## src/hw/pa_pkg.sv

```systemverilog
/*
  constants, field layout and carrier types of the eight-pin port block.
  assumes a 32-bit apb master and one 50 mhz clock domain.
*/
package pa_pkg;

  // ****************************************
  // register map and fields
  // ****************************************
  localparam logic [31:0] PA_CFG_ADDR = 32'hffb0_0020;
  localparam int          PA_PINS     = 8;
  localparam int          PA_FSEL_LSB = 24;
  localparam int          PA_DIR_LSB  = 16;
  localparam int          PA_VAL_LSB  = 0;
  localparam logic [7:0]  PA_RSVD_RD  = 8'h00;
  localparam logic [31:0] PA_RD_RST   = 32'h0000_0000;

  // ****************************************
  // pin roles and serial selects
  // ****************************************
  localparam int          PA_MUX_PIN  = 2;
  localparam logic [1:0]  PA_P4_MCLK  = 2'h0;
  localparam logic [1:0]  PA_P4_AUX1  = 2'h1;
  localparam logic [1:0]  PA_P4_RXC   = 2'h2;
  localparam logic        PA_P0_MSEL  = 1'h0;
  localparam logic        PA_P0_AUX2  = 1'h1;
  localparam logic [7:0]  PA_PAD_RST  = 8'h00;

  // ****************************************
  // carrier types
  // ****************************************
  typedef struct packed {
    logic [7:0] fsel;
    logic [7:0] dir;
    logic [7:0] val;
  } pa_cfg_t;

  localparam pa_cfg_t PA_CFG_RST = '{fsel: 8'h00, dir: 8'h00, val: 8'h00};

  typedef struct packed {
    logic chanATxData;
    logic chanATerminalReadyN;
    logic chanARequestSendN;
    logic chanAMasterClock;
    logic chanAAuxOutOne;
    logic chanARxClockOut;
    logic dmaOneAckOut;
    logic memAddrMuxStrobe;
    logic dmaOneFinishedOutN;
    logic chanAMasterSelectN;
    logic chanAAuxOutTwo;
  } pa_sfout_t;

  typedef struct packed {
    logic dmaOneRequestIn;
    logic chanARingN;
    logic chanARxClock;
    logic chanASlaveClock;
    logic chanARxData;
    logic chanASetReadyN;
    logic chanAClearSend;
    logic chanACarrierDetectN;
    logic chanATxClock;
    logic chanASlaveSelectN;
    logic dmaOneFinishedInN;
  } pa_route_t;

  localparam pa_route_t PA_ROUTE_RST = 11'h22b;

  typedef enum logic [1:0] {
    PA_ST_IDLE = 2'b01,
    PA_ST_ACK  = 2'b10
  } pa_apb_st_t;

endpackage

```

## src/hw/pa_sync.sv

```systemverilog
/*
  two-flop synchroniser for the eight port pads.
  assumes pad levels are asynchronous to clk.
*/
`timescale 1ns/10ps
`default_nettype none
module pa_sync
  import pa_pkg::*;
(
  input  wire logic               clk,
  input  wire logic               rst,
  input  wire logic [PA_PINS-1:0] padIn,
  output logic      [PA_PINS-1:0] padSync
);

  logic [PA_PINS-1:0] meta_reg;
  logic [PA_PINS-1:0] sync_reg;

  // only the second stage is read outside
  always_ff @(posedge clk) begin
    if (rst) begin
      meta_reg <= PA_PAD_RST;
      sync_reg <= PA_PAD_RST;
    end else begin
      meta_reg <= padIn;
      sync_reg <= meta_reg;
    end
  end

  assign padSync = sync_reg;

endmodule
`default_nettype wire

```

## src/hw/pa_apb_slave.sv

```systemverilog
/*
  apb slave front end for the single port register, one wait state.
  assumes the master holds the request until pready is seen high.
*/
`timescale 1ns/10ps
`default_nettype none
module pa_apb_slave
  import pa_pkg::*;
(
  input  wire logic        clk,
  input  wire logic        rst,
  input  wire logic        psel,
  input  wire logic        penable,
  input  wire logic        pwrite,
  input  wire logic [31:0] paddr,
  input  wire logic [31:0] rdData,
  output logic             wrEn,
  output logic      [31:0] prdata,
  output logic             pready,
  output logic             pslverr
);

  pa_apb_st_t  st_reg;
  logic        hit;
  logic [31:0] prdata_reg;
  logic        pready_reg;
  logic        pslverr_reg;

  assign hit = (paddr == PA_CFG_ADDR);

  // ****************************************
  // handshake
  // ****************************************
  always_ff @(posedge clk) begin
    if (rst) begin
      st_reg      <= PA_ST_IDLE;
      pready_reg  <= 1'b0;
      pslverr_reg <= 1'b0;
      prdata_reg  <= PA_RD_RST;
    end else begin
      case (st_reg)
        PA_ST_IDLE: begin
          if (psel && penable) begin
            st_reg      <= PA_ST_ACK;
            pready_reg  <= 1'b1;
            pslverr_reg <= !hit;
            prdata_reg  <= (hit && !pwrite) ? rdData : PA_RD_RST;
          end
        end
        PA_ST_ACK: begin
          st_reg     <= PA_ST_IDLE;
          pready_reg <= 1'b0;
        end
        default: begin
          st_reg     <= PA_ST_IDLE;
          pready_reg <= 1'b0;
        end
      endcase
    end
  end

  // write lands on the completing edge only
  assign wrEn    = (st_reg == PA_ST_ACK) && psel && penable && pwrite && hit;
  assign prdata  = prdata_reg;
  assign pready  = pready_reg;
  assign pslverr = pslverr_reg;

endmodule
`default_nettype wire

```

## src/hw/pa_port_top.sv

```systemverilog
/*
  eight-pin general purpose port with special-function routing, apb
  register access, pad drivers and peripheral signal fan-out.
  assumes pads resolved outside from padOut/padOe, peripherals on clk.
*/
// Local design decision: register access over APB.
`timescale 1ns/10ps
`default_nettype none
module pa_port_top
  import pa_pkg::*;
(
  input  wire logic               clk,
  input  wire logic               rst,
  input  wire logic               psel,
  input  wire logic               penable,
  input  wire logic               pwrite,
  input  wire logic [31:0]        paddr,
  input  wire logic [31:0]        pwdata,
  output logic      [31:0]        prdata,
  output logic                    pready,
  output logic                    pslverr,
  input  wire logic [PA_PINS-1:0] padIn,
  output logic      [PA_PINS-1:0] padOut,
  output logic      [PA_PINS-1:0] padOe,
  input  wire pa_sfout_t          sfOut,
  input  wire logic [1:0]         chanAPin4Sel,
  input  wire logic               chanAPin0Sel,
  input  wire logic               memMuxEnable,
  output pa_route_t               route
);

  // ****************************************
  // declarations
  // ****************************************
  pa_cfg_t            cfg_reg;
  pa_cfg_t            cfg_next;
  pa_route_t          route_reg;
  logic [PA_PINS-1:0] padOut_reg;
  logic [PA_PINS-1:0] padOe_reg;
  logic [PA_PINS-1:0] padSync;
  logic [PA_PINS-1:0] gpoMask;
  logic [PA_PINS-1:0] readVal;
  logic [PA_PINS-1:0] sfVec;
  logic [PA_PINS-1:0] outNext;
  logic [PA_PINS-1:0] oeNext;
  logic [31:0]        rdData;
  logic               wrEn;

  function automatic logic [PA_PINS-1:0] gpioOutMask(
    input logic [PA_PINS-1:0] fsel,
    input logic [PA_PINS-1:0] dir
  );
    return ~fsel & dir;
  endfunction

  // ****************************************
  // pad input synchroniser and bus slave
  // ****************************************
  pa_sync u_sync (
    .clk     (clk),
    .rst     (rst),
    .padIn   (padIn),
    .padSync (padSync)
  );

  pa_apb_slave u_apb (
    .clk     (clk),
    .rst     (rst),
    .psel    (psel),
    .penable (penable),
    .pwrite  (pwrite),
    .paddr   (paddr),
    .rdData  (rdData),
    .wrEn    (wrEn),
    .prdata  (prdata),
    .pready  (pready),
    .pslverr (pslverr)
  );

  // ****************************************
  // configuration register
  // ****************************************
  assign gpoMask = gpioOutMask(cfg_reg.fsel, cfg_reg.dir);

  // value mask uses the config in force before this write
  always_comb begin
    cfg_next = cfg_reg;
    if (wrEn) begin
      cfg_next.fsel = pwdata[PA_FSEL_LSB +: PA_PINS];
      cfg_next.dir  = pwdata[PA_DIR_LSB +: PA_PINS];
      cfg_next.val  = (cfg_reg.val & ~gpoMask)
                    | (pwdata[PA_VAL_LSB +: PA_PINS] & gpoMask);
    end
  end

  always_ff @(posedge clk) begin
    if (rst) begin
      cfg_reg <= PA_CFG_RST;
    end else begin
      cfg_reg <= cfg_next;
    end
  end

  // ****************************************
  // readback
  // ****************************************
  // latch readback hides a shorted output pin
  generate
    for (genvar i = 0; i < PA_PINS; i++) begin : g_rd
      assign readVal[i] = gpoMask[i] ? cfg_reg.val[i] : padSync[i];
    end
  endgenerate

  assign rdData = {cfg_reg.fsel, cfg_reg.dir, PA_RSVD_RD, readVal};

  // ****************************************
  // special-function outputs
  // ****************************************
  always_comb begin
    sfVec[7] = sfOut.chanATxData;
    sfVec[6] = sfOut.chanATerminalReadyN;
    sfVec[5] = sfOut.chanARequestSendN;
    case (chanAPin4Sel)
      PA_P4_MCLK: sfVec[4] = sfOut.chanAMasterClock;
      PA_P4_AUX1: sfVec[4] = sfOut.chanAAuxOutOne;
      PA_P4_RXC:  sfVec[4] = sfOut.chanARxClockOut;
      default:    sfVec[4] = sfOut.chanAMasterClock;
    endcase
    sfVec[3] = sfOut.dmaOneAckOut;
    sfVec[2] = sfOut.memAddrMuxStrobe;
    sfVec[1] = sfOut.dmaOneFinishedOutN;
    sfVec[0] = (chanAPin0Sel == PA_P0_AUX2) ? sfOut.chanAAuxOutTwo
                                            : sfOut.chanAMasterSelectN;
  end

  // ****************************************
  // pad drive
  // ****************************************
  // special input on pins 7 and 5 leaves the driver off, nothing routed
  generate
    for (genvar i = 0; i < PA_PINS; i++) begin : g_pad
      if (i == PA_MUX_PIN) begin : g_mux
        assign outNext[i] = memMuxEnable ? sfOut.memAddrMuxStrobe
                          : (cfg_reg.fsel[i] ? sfVec[i]
                                             : cfg_reg.val[i]);
        assign oeNext[i]  = memMuxEnable | cfg_reg.dir[i];
      end else begin : g_std
        assign outNext[i] = cfg_reg.fsel[i] ? sfVec[i]
                                            : cfg_reg.val[i];
        assign oeNext[i]  = cfg_reg.dir[i];
      end
    end
  endgenerate

  always_ff @(posedge clk) begin
    if (rst) begin
      padOut_reg <= PA_PAD_RST;
      padOe_reg  <= PA_PAD_RST;
    end else begin
      padOut_reg <= outNext;
      padOe_reg  <= oeNext;
    end
  end

  assign padOut = padOut_reg;
  assign padOe  = padOe_reg;

  // ****************************************
  // input fan-out
  // ****************************************
  // wired whatever the port mode; each user gates it itself
  always_ff @(posedge clk) begin
    if (rst) begin
      route_reg <= PA_ROUTE_RST;
    end else begin
      route_reg.dmaOneRequestIn     <= padSync[6];
      route_reg.chanARingN          <= padSync[4];
      route_reg.chanARxClock        <= padSync[4];
      route_reg.chanASlaveClock     <= padSync[4];
      route_reg.chanARxData         <= padSync[3];
      route_reg.chanASetReadyN      <= padSync[2];
      route_reg.chanAClearSend      <= padSync[1];
      route_reg.chanACarrierDetectN <= padSync[0];
      route_reg.chanATxClock        <= padSync[0];
      route_reg.chanASlaveSelectN   <= padSync[0];
      route_reg.dmaOneFinishedInN   <= padSync[0];
    end
  end

  assign route = route_reg;
endmodule
`default_nettype wire

```

## config.mk

```make
export PLATFORM = sky130hd
export DESIGN_NAME = pa_port_top
export DESIGN_NICKNAME = d
export VERILOG_FILES = /design/src/hw/pa_pkg.sv /design/src/hw/pa_sync.sv /design/src/hw/pa_apb_slave.sv /design/src/hw/pa_port_top.sv
export SDC_FILE = /design/constraint.sdc
export NUM_CORES = 1
export LEC_CHECK = 0
export ABC_AREA = 1
export BUFFER_PORTS_ARGS = -buffer_cell sky130_fd_sc_hd__buf_2
export CORE_UTILIZATION = 25
export CTS_CLUSTER_DIAMETER = 200
export DETAILED_ROUTE_END_ITERATION = 7
export GPL_TIMING_DRIVEN = 0
export HOLD_SLACK_MARGIN = 0.06
export SLEW_MARGIN = 10
export SYNTH_ARGS = -nofsm -noshare
export SYNTH_HDL_FRONTEND = slang
export SYNTH_HIERARCHICAL = 1
export SYNTH_SLANG_ARGS = --single-unit
```

## constraint.sdc

```tcl
create_clock -name clk -period 2.2 [get_ports clk]
set_input_delay 0.33 -clock clk [delete_from_list [all_inputs] [get_ports clk]]
set_output_delay 0.33 -clock clk [all_outputs]
set_load 0.02 [all_outputs]
```

==> impl_metrics.env <==
export IMPL_status="completed"
export IMPL_placed_cells=914
export IMPL_ys_seq_area_share_pct=47.51
export IMPL_ys_types=26
export IMPL_firstDrtPassIters=4
export IMPL_crit_slowest_cell="nor4_1"
export IMPL_period_share_pct=79.22
export IMPL_wl_met1_mm=5.334
export IMPL_topRoutingLayerUsed="met5"
export IMPL_clk_pin_slew_ps=70
export IMPL_dp_hpwl_mm=8.802
export IMPL_postLayoutCoreUtil_pct=34.06
export IMPL_required_ps=2430
export IMPL_final_net_count=803
export IMPL_tightestPinTransition_ps=537.5
export IMPL_reg2reg_setup_slack_ps=460
export IMPL_setup_tns_ps=0
export IMPL_finalHoldViolCount=0
export IMPL_synthArstFlopShare_pct=0
export IMPL_vdd_drop_max_mv=0.3684
export IMPL_area_growth_pct=31.10
export IMPL_drt_initial_drc_count=139
export IMPL_largest_reg_flops=32
export IMPL_antenna_found_initial=2
export IMPL_endpoint_kind="flop"
export IMPL_crit_fanout=10
export IMPL_globalplace_congestion=0.7231
export IMPL_grt_usage_pct=13.96
export IMPL_clkSinkCount=99
export IMPL_routedWlPerCell_um=12.26
export IMPL_hold_start="padIn[4]"
export IMPL_met2WireLength_mm=4.997
export IMPL_htreeDepth=3
export IMPL_min_path_cells=3
export IMPL_whs_endpoint="u_sync/meta_reg[4]"
export IMPL_final_cells=932
export IMPL_synth_commonest_cells="dfxtp_1 (99), nor2_1 (92), inv_1 (91), nand2_1 (89), nand3_1 (43)"
export IMPL_ant_nets=0
export IMPL_critical_path_class="flop to flop"
export IMPL_start_util_pct=25.98
export IMPL_cp_num_buf_inv=3
export IMPL_timing_critical_path_cells="nand3_1 > nor4_1 > buf_6 > inv_2 > buf_6 > o21ai_2 > a21oi_2"
export IMPL_start_kind="flop"
export IMPL_cts_resized=0
export IMPL_grt_pass1_wl_mm=18.35
export IMPL_hold_buffers=0
export IMPL_overflow=0
export IMPL_cellPowerDensity_mw_per_mm2=663.9
export IMPL_core_area_mm2=0.01606
export IMPL_ys_warnings_count=6
export IMPL_relSlewSlack_pct=63.84
export IMPL_synthFlopType="dfxtp_1"
export IMPL_clock_path_buffers=2
export IMPL_ff2ff_path_depth=7
export IMPL_synthesis_area_mm2=0.004172
export IMPL_clk_latency_ps=350
export IMPL_synth_area_leaders="dfxtp_1 (48%), nor2_1 (8.3%), inv_1 (8.2%)"
export IMPL_synth_top_area_share_pct=47.51
export IMPL_wl_met3_um=779
export IMPL_dieArea_mm2=0.01721
export IMPL_rr_endpoint="cfg_reg[20]"
export IMPL_drc=0
export IMPL_cp_common_cell="buf_6"
export IMPL_crit_arrival_ps=1980
export IMPL_max_cap_violations=0
export IMPL_cts_setup_buffers=0
export IMPL_routed_wl_mm=11.42
export IMPL_rsz0062_at_grt="false"
export IMPL_synth_edf_count=0
export IMPL_die_h_um=131.2
export IMPL_cts_tree="built"
export IMPL_synth_cells=548
export IMPL_grt_pass1_vias=3581
export IMPL_fin_crit_ps=1743
export IMPL_yosysTopAreaCell="dfxtp_1"
export IMPL_yosysMostFrequentCell="dfxtp_1"
export IMPL_drive_gt1_share_pct=32.49
export IMPL_finalMaxSlewViolations=0
export IMPL_synth_area_per_cell_um2=7.612
export IMPL_reg2reg_from="u_apb/st_reg[1]"
export IMPL_die_x_um=131.2
export IMPL_cts_root_buffer="clkbuf_16"
export IMPL_ys_ff_latch=99
export IMPL_io_buffers=143
export IMPL_io_pins=153
export IMPL_finalPower_w=0.003631
export IMPL_timing_hold_ws_ps=173.5
export IMPL_hold_class="input pin to flop"
export IMPL_rows=46
export IMPL_setup_viol=0
export IMPL_viasPerCell=3.964
export IMPL_fin_skew_ps=7.653
export IMPL_numCtsBuffers=9
export IMPL_grt_max_degree=17
export IMPL_slowest_delay_ps=510
export IMPL_p_leak_nw=2.468
export IMPL_max_freq_ghz=0.5738
export IMPL_dr_total_vias=3694
export IMPL_critPathTopFamily="simple AND/OR/NAND/NOR gates"
## worst max path at each step
stage / start / cells after the start / endpoint / slack (ps)
CTS: u_apb/st_reg[1] / 7 / cfg_reg[17] / 470
global route: u_apb/st_reg[0] / 8 / cfg_reg[13] / 350
detailed placement: paddr[8] / 11 / cfg_reg[16] / 170
floorplan: paddr[17] / 10 / cfg_reg[12] / 640
finish: u_apb/st_reg[1] / 7 / cfg_reg[20] / 460
global placement: paddr[17] / 11 / cfg_reg[23] / 160
## cell families after synthesis
logic type	Yosys count	synth area share [%]
AOI/OAI and AO/OA	86	13.56
buffers and inverters	124	14.64
adders and majority gates	2	0.5998
and+or+nand+nor	236	23.61
DFF	99	47.51
other	1	0.08990
## power by group
| group | switching, W | leakage, nW | internal (W) |
|---|---|---|---|
| Combinational | 0.000162 | 1.53 | 0.000123 |
| Sequential | 0.0000103 | 0.803 | 0.00182 |
| Clock | 0.000716 | 0.132 | 0.000803 |
## worst register-to-register path, stage by stage, from the launching register on
cell and delay [ps]:
dfxtp_1 390, nand3_1 100, nor4_1 510, buf_6 240
inv_2 70, buf_6 160, o21ai_2 130, a21oi_2 40
## metrics by stage
| step | area [µm²] | worst slack (ps) |
|---|---|---|
| after detailed placement | 5184 | 173.2 |
| after CTS | 5464 | 471.7 |
| after global placement | 5184 | 164.2 |
| after global routing | 5464 | 354.7 |
| final | 5469 | 457.1 |
| after floorplan | 4198 | 638.9 |
## layout make-up
type | count | area, µm²
fillers | 1739 | 10590
flip-flops and latches | 99 | 1982
multi-input cells | 332 | 1605
repair buffers | 143 | 715.7
inverters | 94 | 352.8
well taps | 216 | 270.3
plain buffers | 30 | 257.7
clock buffers | 11 | 242.7
clock inverters | 5 | 37.54
diodes | 2 | 5.005
## cell usage in the layout, fill, tap and decap left out, drive strengths merged
cell / netlist / final
nand3: 43 / 43
inv: 94 / 95
o21ai: 30 / 30
clkinv: 0 / 2
clkinvlp: 0 / 2
conb: 1 / 8
nor2: 99 / 99
nand4: 1 / 1
ha: 2 / 2
nor3: 1 / 1
a21oi: 56 / 56
nor4: 1 / 1
or2: 1 / 1
clkbuf: 6 / 17
nand2: 90 / 90
buf: 24 / 167
diode: 0 / 2
dfxtp: 99 / 99
## routing by layer
layer | track usage (%) | vias to the layer above
met1 | 17.19 | 1565
met3 | 4.128 | 19
met2 | 22.22 | 119
met4 | 6.601 | 2
li1 | - | 1989
met5 | 0 | -
No activity file was read; power rests on OpenSTA's default activity.
